$ cat config.mk
export PLATFORM = sky130hd
export DESIGN_NAME = lomsel_top
export DESIGN_NICKNAME = d
export VERILOG_FILES = /design/src/design/lomsel_pkg.sv /design/src/design/lomsel_top.sv
export SDC_FILE = /design/constraint.sdc
export NUM_CORES = 1
export LEC_CHECK = 0
export BUFFER_PORTS_ARGS = -buffer_cell sky130_fd_sc_hd__buf_2
export CORE_MARGIN = 1
export CORE_UTILIZATION = 30
export CTS_CLUSTER_SIZE = 28
export DETAILED_ROUTE_END_ITERATION = 10
export PLACE_DENSITY = 0.53
export SYNTH_ARGS = -nofsm -noshare
export SYNTH_HDL_FRONTEND = slang
export SYNTH_SLANG_ARGS = --single-unit
$ cat constraint.sdc
create_clock -name CORE_CLK_I -period 4.7 [get_ports CORE_CLK_I]
set_input_delay 0.94 -clock CORE_CLK_I [delete_from_list [all_inputs] [get_ports CORE_CLK_I]]
set_output_delay 0.94 -clock CORE_CLK_I [all_outputs]
set_load 0.02 [all_outputs]
$ cat src/design/lomsel_pkg.sv
// constants for the loop output and mode selection block
package lomsel_pkg;
  localparam int MVW = 16;
  localparam logic [7:0] OFS_CTRL = 8'h00;
  localparam logic [7:0] OFS_ALM_OUT = 8'h04;
  localparam logic [7:0] OFS_RDY_HEAT = 8'h08;
  localparam logic [7:0] OFS_RDY_COOL = 8'h0C;
  localparam logic [7:0] OFS_PRESET_MAN = 8'h10;
  localparam logic [7:0] OFS_PID_INIT = 8'h14;
  localparam logic [7:0] OFS_ONOFF_DIFF = 8'h18;
  localparam logic [7:0] OFS_ONOFF_ONOFF_POINT_OFFSET = 8'h1C;
  localparam logic [7:0] OFS_SETPOINT = 8'h20;
  localparam logic [7:0] OFS_SP_GROUP = 8'h24;
  localparam logic [7:0] OFS_ITIME = 8'h28;
  localparam logic [7:0] OFS_DTIME = 8'h2C;
  localparam logic [7:0] OFS_PID_MV = 8'h30;
  localparam logic [7:0] OFS_MAN_MV = 8'h34;
  localparam logic [7:0] OFS_STATUS = 8'h38;
  // control register fields
  localparam int CB_METHOD = 0;
  localparam int CB_ACTION = 1;
  localparam int CB_HEATCOOL = 2;
  localparam int CB_ALM_SEL = 3;
  localparam int CB_XFER = 4;
  localparam int CB_INIT_LO = 5;
  localparam int CB_DP = 7;
  localparam int CB_MANUAL = 8;
  localparam int CB_RUN = 9;
  localparam int CTRL_W = 10;
  localparam logic [CTRL_W-1:0] CTRL_RST = 10'h001;
  // fixed point MV limits, 0.1 % per count
  localparam logic signed [MVW-1:0] MV_MIN = -16'sd100;
  localparam logic signed [MVW-1:0] MV_MAX = 16'sd1100;
  localparam logic signed [MVW-1:0] MV_FULL = 16'sd1000;
  localparam logic signed [MVW-1:0] MV_ZERO = 16'sd0;
  localparam logic signed [MVW-1:0] MV_HALF = 16'sd500;
  localparam logic signed [MVW-1:0] ONOFF_POINT_OFFSET_MIN = -16'sd1999;
  localparam logic signed [MVW-1:0] ONOFF_POINT_OFFSET_MAX = 16'sd9999;
  localparam logic signed [MVW-1:0] DIFF_RST = 16'sd5;
  localparam logic [15:0] TIME_MAX = 16'd9999;
  localparam logic [15:0] ITIME_RST = 16'd120;
  localparam logic [15:0] DTIME_RST = 16'd30;
  localparam logic [4:0] TIME_SCALE = 5'd10;
  localparam logic [1:0] INIT_AUTO = 2'd0;
  localparam logic [1:0] INIT_NEVER = 2'd1;
  localparam logic [1:0] INIT_ALWAYS = 2'd2;
endpackage : lomsel_pkg

$ cat src/design/lomsel_top.sv
// output selection, mode transitions and on/off control with apb registers
//
// The register addresses and the APB register port were chosen for this implementation.
`timescale 1ns/100ps

// Functional notes
// - pv alarm: continue or drive alarm value
// - alarm is any of three alarm inputs
// - ready drives heat ready value, default zero
// - cool ready value only with pid heat/cool
// - auto to manual: hold or preset mv
// - preset manual default follows heat/cool enable
// - manual at power-up loads preset value only with manual set, which reset clears
// - init type 0: reinit when group changes
// - init type 1: never reinit
// - init type 2: reinit on every change
// - seed pid on ready-to-run write; boot seeds only with run set, which reset clears
// - heat/cool change reloads pid initial output
// - decimal point selects time scaling
// - time counts kept when decimal changes
// - on/off settings only in on/off method
// - reverse on/off: off at threshold, hysteresis
// - direct on/off: off at or below threshold
// - reverse lowers mv, direct raises mv
module lomsel_top (
  // clock and reset
  input wire logic CORE_CLK_I,
  input wire logic SRST_I,
  // apb slave
  input wire logic PSEL_I,
  input wire logic PENABLE_I,
  input wire logic PWRITE_I,
  input wire logic [7:0] PADDR_I,
  input wire logic [31:0] PWDATA_I,
  output logic [31:0] PRDATA_O,
  output logic PREADY_O,
  output logic PSLVERR_O,
  // process side
  input wire logic signed [lomsel_pkg::MVW-1:0] PV_I,
  input wire logic PV_ALARM_ONE_I,
  input wire logic PV_ALARM_TWO_I,
  input wire logic PV_ALARM_THREE_I,
  // actuator and pid side
  output logic signed [lomsel_pkg::MVW-1:0] MV_O,
  output logic ONOFF_OUT_O,
  output logic PID_REINIT_O,
  output logic PID_SEED_O,
  output logic signed [lomsel_pkg::MVW-1:0] PID_SEED_VAL_O,
  output logic [16:0] ITIME_EFF_O,
  output logic [16:0] DTIME_EFF_O
);
  import lomsel_pkg::*;

  typedef struct packed {
    logic [CTRL_W-1:0] ctrl;
    logic signed [MVW-1:0] alm_out;
    logic signed [MVW-1:0] rdy_heat;
    logic signed [MVW-1:0] rdy_cool;
    logic signed [MVW-1:0] preset_man;
    logic signed [MVW-1:0] pid_init;
    logic signed [MVW-1:0] diff;
    logic signed [MVW-1:0] onoff_point_offset;
    logic signed [MVW-1:0] sp;
    logic [1:0] sp_group;
    logic [15:0] itime;
    logic [15:0] dtime;
    logic signed [MVW-1:0] pid_mv;
    logic signed [MVW-1:0] mv;
    logic onoff;
    logic boot;
    logic pready;
    logic pslverr;
    logic [31:0] prdata;
    logic reinit;
    logic seed;
    logic [16:0] ieff;
    logic [16:0] deff;
  } lomsel_state_t;

  lomsel_state_t s_q, s_d;

  function automatic logic signed [MVW-1:0] clamp_mv(
    input logic [31:0] w
  );
    logic signed [MVW-1:0] v;
    v = w[MVW-1:0];
    if (v < MV_MIN) begin
      clamp_mv = MV_MIN;
    end else if (v > MV_MAX) begin
      clamp_mv = MV_MAX;
    end else begin
      clamp_mv = v;
    end
  endfunction : clamp_mv

  function automatic logic [15:0] clamp_time(input logic [31:0] w);
    clamp_time = (w[15:0] > TIME_MAX) ? TIME_MAX : w[15:0];
  endfunction : clamp_time

  logic access;
  logic wr;
  logic is_pid;
  logic is_onoff;
  logic cool_vis;
  logic alarm;
  logic mapped;
  logic signed [MVW+1:0] thr;
  logic signed [MVW+1:0] pv_x;
  logic signed [MVW+1:0] diff_x;
  logic signed [MVW-1:0] wv;
  logic [CTRL_W-1:0] nctrl;
  logic sp_chg;
  logic grp_chg;

  always_comb begin
    s_d = s_q;
    s_d.reinit = 1'b0;
    s_d.seed = 1'b0;
    s_d.boot = 1'b0;
    // second cycle of access phase completes, so pready is a flop
    access = PSEL_I & PENABLE_I & ~s_q.pready;
    wr = PSEL_I & PENABLE_I & s_q.pready & PWRITE_I;
    s_d.pready = access;
    is_onoff = ~s_q.ctrl[CB_METHOD];
    is_pid = s_q.ctrl[CB_METHOD];
    cool_vis = is_pid & s_q.ctrl[CB_HEATCOOL];
    alarm = PV_ALARM_ONE_I | PV_ALARM_TWO_I | PV_ALARM_THREE_I;
    wv = clamp_mv(PWDATA_I);
    nctrl = PWDATA_I[CTRL_W-1:0];
    sp_chg = 1'b0;
    grp_chg = 1'b0;
    mapped = 1'b1;
    s_d.prdata = 32'h0000_0000;
    case (PADDR_I)
      OFS_CTRL: s_d.prdata = {22'h00_0000, s_q.ctrl};
      OFS_ALM_OUT: s_d.prdata = {{16{s_q.alm_out[MVW-1]}}, s_q.alm_out};
      OFS_RDY_HEAT: s_d.prdata = {{16{s_q.rdy_heat[MVW-1]}}, s_q.rdy_heat};
      OFS_RDY_COOL: s_d.prdata = cool_vis ?
        {{16{s_q.rdy_cool[MVW-1]}}, s_q.rdy_cool} : 32'h0000_0000;
      OFS_PRESET_MAN:
        s_d.prdata = {{16{s_q.preset_man[MVW-1]}}, s_q.preset_man};
      OFS_PID_INIT: s_d.prdata = {{16{s_q.pid_init[MVW-1]}}, s_q.pid_init};
      OFS_ONOFF_DIFF: s_d.prdata = is_onoff ?
        {{16{s_q.diff[MVW-1]}}, s_q.diff} : 32'h0000_0000;
      OFS_ONOFF_ONOFF_POINT_OFFSET: s_d.prdata = is_onoff ?
        {{16{s_q.onoff_point_offset[MVW-1]}}, s_q.onoff_point_offset} : 32'h0000_0000;
      OFS_SETPOINT: s_d.prdata = {{16{s_q.sp[MVW-1]}}, s_q.sp};
      OFS_SP_GROUP: s_d.prdata = {30'h0000_0000, s_q.sp_group};
      OFS_ITIME: s_d.prdata = {16'h0000, s_q.itime};
      OFS_DTIME: s_d.prdata = {16'h0000, s_q.dtime};
      OFS_PID_MV: s_d.prdata = {{16{s_q.pid_mv[MVW-1]}}, s_q.pid_mv};
      OFS_MAN_MV: s_d.prdata = {{16{s_q.mv[MVW-1]}}, s_q.mv};
      OFS_STATUS: s_d.prdata = {29'h0000_0000, alarm, s_q.onoff, 1'b0};
      default: mapped = 1'b0;
    endcase
    s_d.pslverr = access & ~mapped;
    if (~access) begin
      s_d.prdata = 32'h0000_0000;
    end
    if (wr) begin
      case (PADDR_I)
        OFS_CTRL: begin
          s_d.ctrl = nctrl;
          if (nctrl[CB_INIT_LO+:2] == 2'd3) begin
            s_d.ctrl[CB_INIT_LO+:2] = s_q.ctrl[CB_INIT_LO+:2];
          end
          // heat/cool toggled: both presets reload
          if (nctrl[CB_HEATCOOL] != s_q.ctrl[CB_HEATCOOL]) begin
            s_d.pid_init = nctrl[CB_HEATCOOL] ? MV_HALF : MV_ZERO;
            s_d.preset_man = nctrl[CB_HEATCOOL] ? MV_HALF : MV_ZERO;
          end
          // auto to manual transfer
          // transfer mode written with the mode bit applies at once
          if (nctrl[CB_MANUAL] & ~s_q.ctrl[CB_MANUAL] &
              nctrl[CB_XFER]) begin
            s_d.mv = s_q.preset_man;
          end
          if (nctrl[CB_RUN] & ~s_q.ctrl[CB_RUN]) begin
            s_d.seed = 1'b1;
          end
        end
        OFS_ALM_OUT: s_d.alm_out = wv;
        OFS_RDY_HEAT: s_d.rdy_heat = wv;
        OFS_RDY_COOL: begin
          if (cool_vis) begin
            s_d.rdy_cool = wv;
          end
        end
        OFS_PRESET_MAN: s_d.preset_man = wv;
        OFS_PID_INIT: s_d.pid_init = wv;
        OFS_ONOFF_DIFF: begin
          if (is_onoff) begin
            s_d.diff = PWDATA_I[MVW-1] ? MV_ZERO : PWDATA_I[MVW-1:0];
          end
        end
        OFS_ONOFF_ONOFF_POINT_OFFSET: begin
          if (is_onoff) begin
            if ($signed(PWDATA_I[MVW-1:0]) < ONOFF_POINT_OFFSET_MIN) begin
              s_d.onoff_point_offset = ONOFF_POINT_OFFSET_MIN;
            end else if ($signed(PWDATA_I[MVW-1:0]) > ONOFF_POINT_OFFSET_MAX) begin
              s_d.onoff_point_offset = ONOFF_POINT_OFFSET_MAX;
            end else begin
              s_d.onoff_point_offset = PWDATA_I[MVW-1:0];
            end
          end
        end
        OFS_SETPOINT: begin
          s_d.sp = PWDATA_I[MVW-1:0];
          sp_chg = PWDATA_I[MVW-1:0] != s_q.sp;
        end
        OFS_SP_GROUP: begin
          s_d.sp_group = PWDATA_I[1:0];
          grp_chg = PWDATA_I[1:0] != s_q.sp_group;
        end
        OFS_ITIME: s_d.itime = clamp_time(PWDATA_I);
        OFS_DTIME: s_d.dtime = clamp_time(PWDATA_I);
        OFS_PID_MV: s_d.pid_mv = wv;
        OFS_MAN_MV: begin
          if (s_q.ctrl[CB_MANUAL]) begin
            s_d.mv = wv;
          end
        end
        default: s_d.mv = s_q.mv;
      endcase
    end
    // a group change is what swaps pid sets, so auto reinits only then
    case (s_q.ctrl[CB_INIT_LO+:2])
      INIT_AUTO: s_d.reinit = is_pid & grp_chg;
      INIT_NEVER: s_d.reinit = 1'b0;
      INIT_ALWAYS: s_d.reinit = is_pid & (sp_chg | grp_chg);
      default: s_d.reinit = 1'b0;
    endcase
    // stored counts never change; only their meaning does
    // widen first: 9999 x 10 needs 17 bits
    s_d.ieff = s_q.ctrl[CB_DP] ? {1'b0, s_q.itime} :
      17'(s_q.itime) * 17'(TIME_SCALE);
    s_d.deff = s_q.ctrl[CB_DP] ? {1'b0, s_q.dtime} :
      17'(s_q.dtime) * 17'(TIME_SCALE);
    // on/off hysteresis, threshold is setpoint plus offset
    thr = 18'(s_q.sp) + 18'(s_q.onoff_point_offset);
    pv_x = 18'(PV_I);
    diff_x = 18'(s_q.diff);
    if (~s_q.ctrl[CB_ACTION]) begin
      if (pv_x >= thr) begin
        s_d.onoff = 1'b0;
      end else if (pv_x < thr - diff_x) begin
        s_d.onoff = 1'b1;
      end
    end else begin
      if (pv_x <= thr) begin
        s_d.onoff = 1'b0;
      end else if (pv_x > thr + diff_x) begin
        s_d.onoff = 1'b1;
      end
    end
    // mv source; manual keeps its own value while running
    if (s_q.boot) begin
      if (s_q.ctrl[CB_MANUAL]) begin
        s_d.mv = s_q.preset_man;
      end
      s_d.seed = s_q.ctrl[CB_RUN];
    end else if (~s_q.ctrl[CB_RUN]) begin
      s_d.mv = s_q.rdy_heat;
    // new mode, so a transfer value loaded this cycle survives
    end else if (s_d.ctrl[CB_MANUAL]) begin
      s_d.mv = s_d.mv;
    end else if (alarm & s_q.ctrl[CB_ALM_SEL]) begin
      s_d.mv = s_q.alm_out;
    end else if (is_onoff) begin
      s_d.mv = s_d.onoff ? MV_FULL : MV_ZERO;
    end else begin
      s_d.mv = s_q.pid_mv;
    end
  end

  always_ff @(posedge CORE_CLK_I) begin
    if (SRST_I) begin
      s_q <= '0;
      s_q.ctrl <= CTRL_RST;
      s_q.diff <= DIFF_RST;
      s_q.itime <= ITIME_RST;
      s_q.dtime <= DTIME_RST;
      s_q.boot <= 1'b1;
    end else begin
      s_q <= s_d;
    end
  end

  assign PRDATA_O = s_q.prdata;
  assign PREADY_O = s_q.pready;
  assign PSLVERR_O = s_q.pslverr;
  assign MV_O = s_q.mv;
  assign ONOFF_OUT_O = s_q.onoff;
  assign PID_REINIT_O = s_q.reinit;
  assign PID_SEED_O = s_q.seed;
  assign PID_SEED_VAL_O = s_q.pid_init;
  assign ITIME_EFF_O = s_q.ieff;
  assign DTIME_EFF_O = s_q.deff;
endmodule : lomsel_top

==> run_results.csv, run 1 <==
group,metric,value,unit
cts,htreeDepth,1,
setup_path,crit_type,"reg -> reg",
cts,cts_root_buf,"clkbuf_16",
global_routing,antenna_found_initial,3,
detailed_routing,drc,0,
detailed_routing,first_pass_iters,8,
setup_path,critPathBufInv,5,
yosys,synth_area,16900,sq um
detailed_routing,vias,16800,
sta,maxSlewHeadroom,29.8,%
place,placed_cells,2967,
yosys,synth_top_area_share,30.9,%
cts,cts_tree,"built",
yosys,synth-seq-area-share,30.9,%
sta,tns,-3.61,ns
die,die_x,239,um
yosys,synth_compound_area_share,22.8,%
yosys,synthSimpleGateAreaFrac,18.8,%
die,start_util,30.5,%
yosys,synth_top_family_by_area,"compound AO/OA/AOI/OAI gates",
place,place_area,19000,sq um
sta,timing.hold.ws,0.456,ns
final_layout,fin_cells,3037,
sta,skew,0.0278,ns
setup_path,arrival,5.85,ns
pwr,ir_drop,0.276,mV
place,routabilityCongestion,0.961,
yosys,ys_ff_latch,260,
setup_path,cpPeakStageDelay,0.39,ns
yosys,synthAdderAreaFrac,11.6,%
detailed_routing,via_per_inst,5.54,
sta,fmax,187,MHz
sta,worst_pin_slew,1.05,ns
final_layout,drive_gt1_share,21.7,%
final_layout,syn_to_final_growth,21.3,%
setup_path,worstSetupEndpointType,"register",
setup_path,cp_top_family,"compound AO/OA/AOI/OAI gates",
cts,clockBufferDepth,3,
place,numPortBuffers,150,
die,die_y,239,um
pwr,powerDensity,257,nW/um^2
cts,numCtsBuffers,31,
yosys,synth_area_leader_cell,"dfxtp_1",
yosys,synth_fp_nets,2293,
cts,clk_pin_slew,0.06,ns
yosys,synth_cells,2075,
detailed_routing,wl_per_cell,22.7,um
final_layout,fin_util,37.0,%
yosys,synth.most_common_cell,"nor2_1",
cts,cts.sinks,260,
die,io_pins,167,
min_path,hp-class,"reg -> reg",
sta,rsz0062_at_grt,"true",
sta,fin_crit,5.34,ns
sta,fin_crit_sh,114,%
yosys,synth_flop_cell,"dfxtp_1",
yosys,synth_area_leaders,"dfxtp_1 (31%), ha_1 (11%), nor2_1 (6.0%)",
detailed_routing,ant_nets,0,
yosys,synthArstFlopShare,0,%
status,outcome,"finished, violations left",
yosys,synth_edf_count,0,
sta,final_hold_viol_count,0,
yosys,yosysWarnings,0,
status,violations,"setup timing",
die,die_area,57200,sq um
final_layout,fin_area,20500,sq um
place,hpwl,52500,um
global_routing,grt_pass1_vias,15900,
yosys,synthMuxAreaShare,2.57,%
detailed_routing,finalWirelength,68900,um
sta,layout_setup_ws,-0.640,ns
sta,drv_slew,0,
setup_path,worstSetupStartpointType,"register",
global_routing,grt_start_max_net_pins,136,
run,maxCapViolations,0,
yosys,synth-xor-area-share,4.67,%
final_layout,num-nets-final,2480,
pwr,p_leak,8.44,nW
global_routing,overflow,0,
cts,worstSkewPairLatency,0.61,ns
global_routing,grt_pass1_wl,101000,um
final_layout,n_fill_cell,5820,
yosys,ys_top_cells_by_count,"nor2_1 (269), dfxtp_1 (260), a21oi_1 (192)",
setup_path,cp_data_required_time,5.21,ns
global_routing,grtUsageTotal,23.6,%
die,rows,86,
detailed_routing,drtIter0Drc,1668,
setup_path,slowest_stage,"a2111oi_1",
yosys,synth.avg_cell_area,8.13,sq um
die,core-area,55300,sq um
yosys,ys_types,77,
setup_path,crit_path_max_fanout,4,
sta,setup_violations,7,
cell type report:
type	count	area, sq um	area share [%]
inverter	66	250	1.22
clock buffer	37	850	4.15
tap	748	936	4.57
clock inverter	21	307	1.50
antenna	2	5.00	0.0245
multi-input combinational	1535	10500	51.2
sequential	260	5210	25.5
timing repair buffer	368	2420	11.8
worst min-delay path, cell delays in order (launching register included):
cell and delay (ns):
dfxtp_1 0.31, nand2_1 0.05, a21oi_1 0.05
where the power goes:
part           internal (mW)  switching [mW]  leakage [nW]
clock network           1.68            1.04         0.567
logic                 0.0954           0.214          5.77
registers               2.21          0.0144          2.10
total                   3.99            1.27          8.44
through the flow:
step,power (mW),worst slack (ns)
after floorplan,2.45,-0.0946
after global placement,2.57,-0.630
after detailed placement,2.57,-0.796
after CTS,5.28,-0.709
after global routing,5.41,-0.960
final,5.26,-0.640
registers in the layout, indices dropped and copies added (netlist names):
register,flops
DTIME_EFF_O,17
ITIME_EFF_O,17
MV_O,16
ONOFF_OUT_O,1
PID_REINIT_O,1
PID_SEED_O,1
PID_SEED_VAL_O,16
PRDATA_O,17
PREADY_O,1
PSLVERR_O,1
diff_x,15
is_pid,1
s_q,156
per-layer routing:
| metal | GRT usage [%] | share of wire [%] |
|---|---|---|
| met5 | 0 | 0.025 |
| met4 | 8.86 | 3.7 |
| met3 | 5.00 | 8.9 |
| met2 | 37.1 | 44 |
| met1 | 31.5 | 43 |
cell families after synthesis:
group	after synthesis
AND/OR/NAND/NOR	688
AO/OA/AOI/OAI	561
buffers and inverters	280
flip-flops	260
adder cells (fa/ha/maj)	154
XOR/XNOR	90
multiplexers	42
timing repair:
action	4_1_cts	5_1_grt
cloned	0	0
pin swaps	14	25
buffers inserted	7	4
hold buffers	0	0
resized for setup	23	16
endpoints found under the setup margin	7	7
worst paths after layout:
| path | start | endpoint | depth (start not counted) | slack [ns] |
|---|---|---|---|---|
| max | s_q[138] | MV_O[9] | 29 | -0.64 |
| min | s_q[233] | s_q[233] | 2 | 0.46 |
| max reg2reg | s_q[138] | MV_O[9] | 29 | -0.64 |
| min reg2reg | s_q[233] | s_q[233] | 2 | 0.46 |
layout by cell type, fill, tap and decap left out, types with 6 or more instances in the layout:
master and n:
mux2i_1 40, buf_2 149, a22oi_1 33, a21oi_1 189, a22o_1 18, o21bai_1 6
bufinv_16 7, dfxtp_1 255, or3_1 11, o31ai_1 7, nor4_1 10, o21ai_0 38
o221ai_1 8, nor3_2 6, a222oi_1 19, xor2_1 14, a211o_1 14, nand2b_1 18
xnor2_1 72, o211ai_1 12, nand2_1 166, a21o_1 20, a31oi_1 22, buf_4 213
a221o_1 7, nor2b_1 14, a221oi_1 39, nand3_1 58, ha_1 144, inv_1 60
clkinv_2 9, o21a_1 11, a311oi_1 7, nor3_1 55, nor3b_1 18, nand4_1 12
and3_1 12, nor2_1 266, clkbuf_16 32, a211oi_1 55
No activity file was read; power rests on OpenSTA's default activity.
==> run 2, diff against run 1 <==
- MAX_ROUTING_LAYER: unset -> met4
- SKIP_LAST_GASP: unset -> 1
- SLEW_MARGIN: unset -> 20
==> run 2 against run 1 <==
Compared with the run above: the flow still finishes with violations (setup timing); sequential share of layout area is essentially flat; die area stayed put; final cell count barely moved; critical endpoint is now MV_O[3]; largest cell class unchanged.
==> run_results.csv, run 2 (synthesis results as in run 1) <==
group,metric,value,unit
status,outcome,"finished, violations left",
status,violations,"setup timing",
sta,fmax,190,MHz
global_routing,grt_start_max_net_pins,116,
global_routing,antenna_found_initial,8,
pwr,clkPwrFrac,50.1,%
detailed_routing,via_per_inst,5.49,
sta,setup_violations,7,
detailed_routing,drtIter0Drc,1721,
final_layout,fin_area,20400,sq um
detailed_routing,vias,16700,
setup_path,crit_path_max_fanout,5,
die,die_area,57200,sq um
cts,worstSkewPairLatency,0.58,ns
die,die_x,239,um
detailed_routing,wl_per_cell,22.2,um
cts,htreeDepth,1,
place,place_area,19000,sq um
die,core-area,55300,sq um
cts,cts_root_buf,"clkbuf_16",
pwr,combPwrFrac,6.0,%
global_routing,grtUsageTotal,23.8,%
cts,hold_buffers,0,
pwr,power.switching,1.22,mW
pwr,ir_drop,0.292,mV
global_routing,grt_pass1_vias,15700,
cts,cts.sinks,260,
place,placed_cells,2961,
sta,fin_crit,5.27,ns
die,start_util,30.5,%
global_routing,overflow,0,
final_layout,fin_cells,3040,
final_layout,drive_gt1_share,21.4,%
place,routabilityCongestion,0.990,
setup_path,slowest_stage,"a2111oi_2",
min_path,hp-class,"reg -> reg",
run,maxCapViolations,0,
sta,drv_slew,0,
pwr,powerDensity,249,nW/um^2
final_layout,largest_reg_flops,156,
final_layout,final_common_cell,"nor2_1",
global_routing,grt_pass1_wl,99400,um
setup_path,cp_top_family,"compound AO/OA/AOI/OAI gates",
place,hpwl,51800,um
final_layout,final_cell_mix,"nor2_1 (267), dfxtp_1 (256), buf_4 (214)",
sta,tns,-3.58,ns
final_layout,registers.top_by_ff_count,"s_q",
setup_path,arrival,5.77,ns
setup_path,crit_start,"s_q[138]",
pwr,intPower,3.87,mW
final_layout,fin_util,36.9,%
setup_path,cp_data_required_time,5.20,ns
detailed_routing,drc,0,
sta,final_hold_viol_count,0,
sta,worst_pin_slew,1.13,ns
sta,skew,0.0157,ns
sta,maxSlewHeadroom,24.9,%
pwr,p_sw_share,23.9,%
setup_path,rr_startpoint,"s_q[138]",
pwr,p_leak,8.43,nW
detailed_routing,finalWirelength,67600,um
setup_path,worstSetupEndpointType,"register",
detailed_routing,first_pass_iters,9,
place,numPortBuffers,150,
setup_path,cpPeakStageDelay,0.38,ns
cts,clk_pin_slew,0.06,ns
die,die_y,239,um
min_path,min_from,"s_q[224]",
setup_path,critPathBufInv,5,
cts,clockBufferDepth,3,
pwr,power_frac_seq,43.9,%
final_layout,num-nets-final,2479,
sta,fin_crit_sh,112,%
sta,rsz0062_at_grt,"true",
die,rows,86,
cts,cts_tree,"built",
final_layout,syn_to_final_growth,21.2,%
cts,numCtsBuffers,30,
detailed_routing,ant_nets,0,
setup_path,worstSetupStartpointType,"register",
setup_path,crit_type,"reg -> reg",
sta,layout_setup_ws,-0.573,ns
die,io_pins,167,
sta,timing.hold.ws,0.457,ns
run 2: cell count changes in the layout (fill, tap and decap cells not counted), sizes merged:
cell | before | now
bufinv | 7 | 4
clkbuf | 38 | 47
clkinv | 13 | 7
clkinvlp | 3 | 1
diode | 2 | 7
run 2: per-layer routing:
metal	track usage, %	wire, um	vias up
li1	-	-	7825
met1	30.1	28300	7942
met2	36.0	30000	806
met3	6.94	7130	125
met4	7.93	2150	0
met5	-	0	-
run 2: layout make-up:
cell class,count,area [sq um]
fillers,5777,34900
clock buffers,46,922
multi-input cells,1535,10500
inverters,66,248
flip-flops and latches,260,5210
repair buffers,368,2410
diodes,7,17.5
clock inverters,10,156
well taps,748,936
run 2: power by group through the flow:
stage	Sequential, mW	Combinational [mW]	Clock [mW]
finish	2.23	0.305	2.55
global route	2.23	0.326	2.68
detailed placement	2.28	0.291	0
CTS	2.23	0.296	2.58
floorplan	2.27	0.183	0
global placement	2.28	0.287	0
run 2: worst paths after layout:
path | to | slack [ns] | cells after the start
worst max-delay path | MV_O[3] | -0.57 | 27
worst min-delay path | s_q[224] | 0.46 | 2
worst max register to register | MV_O[3] | -0.57 | 27
worst min register to register | s_q[224] | 0.46 | 2
run 2: timing repair:
| action | CTS | global route |
|---|---|---|
| endpoints found under the setup margin | 7 | 7 |
| gates resized for setup | 28 | 14 |
| pin swaps | 18 | 11 |
| buffers inserted | 12 | 4 |
run 2: per-stage QoR:
stage          power (mW)  setup slack, ns
4_1_cts              5.10           -0.555
3_5_place_dp         2.57           -0.694
3_3_place_gp         2.57           -0.619
5_1_grt              5.24           -0.918
2_1_floorplan        2.45          -0.0946
6_report             5.09           -0.573
run 2: worst min-delay path: cells and delay by family, from the launching register on:
family,cells,cell delay [ns]
flip-flops,1,0.31
AND/OR/NAND/NOR,1,0.05
AO/OA/AOI/OAI,1,0.05
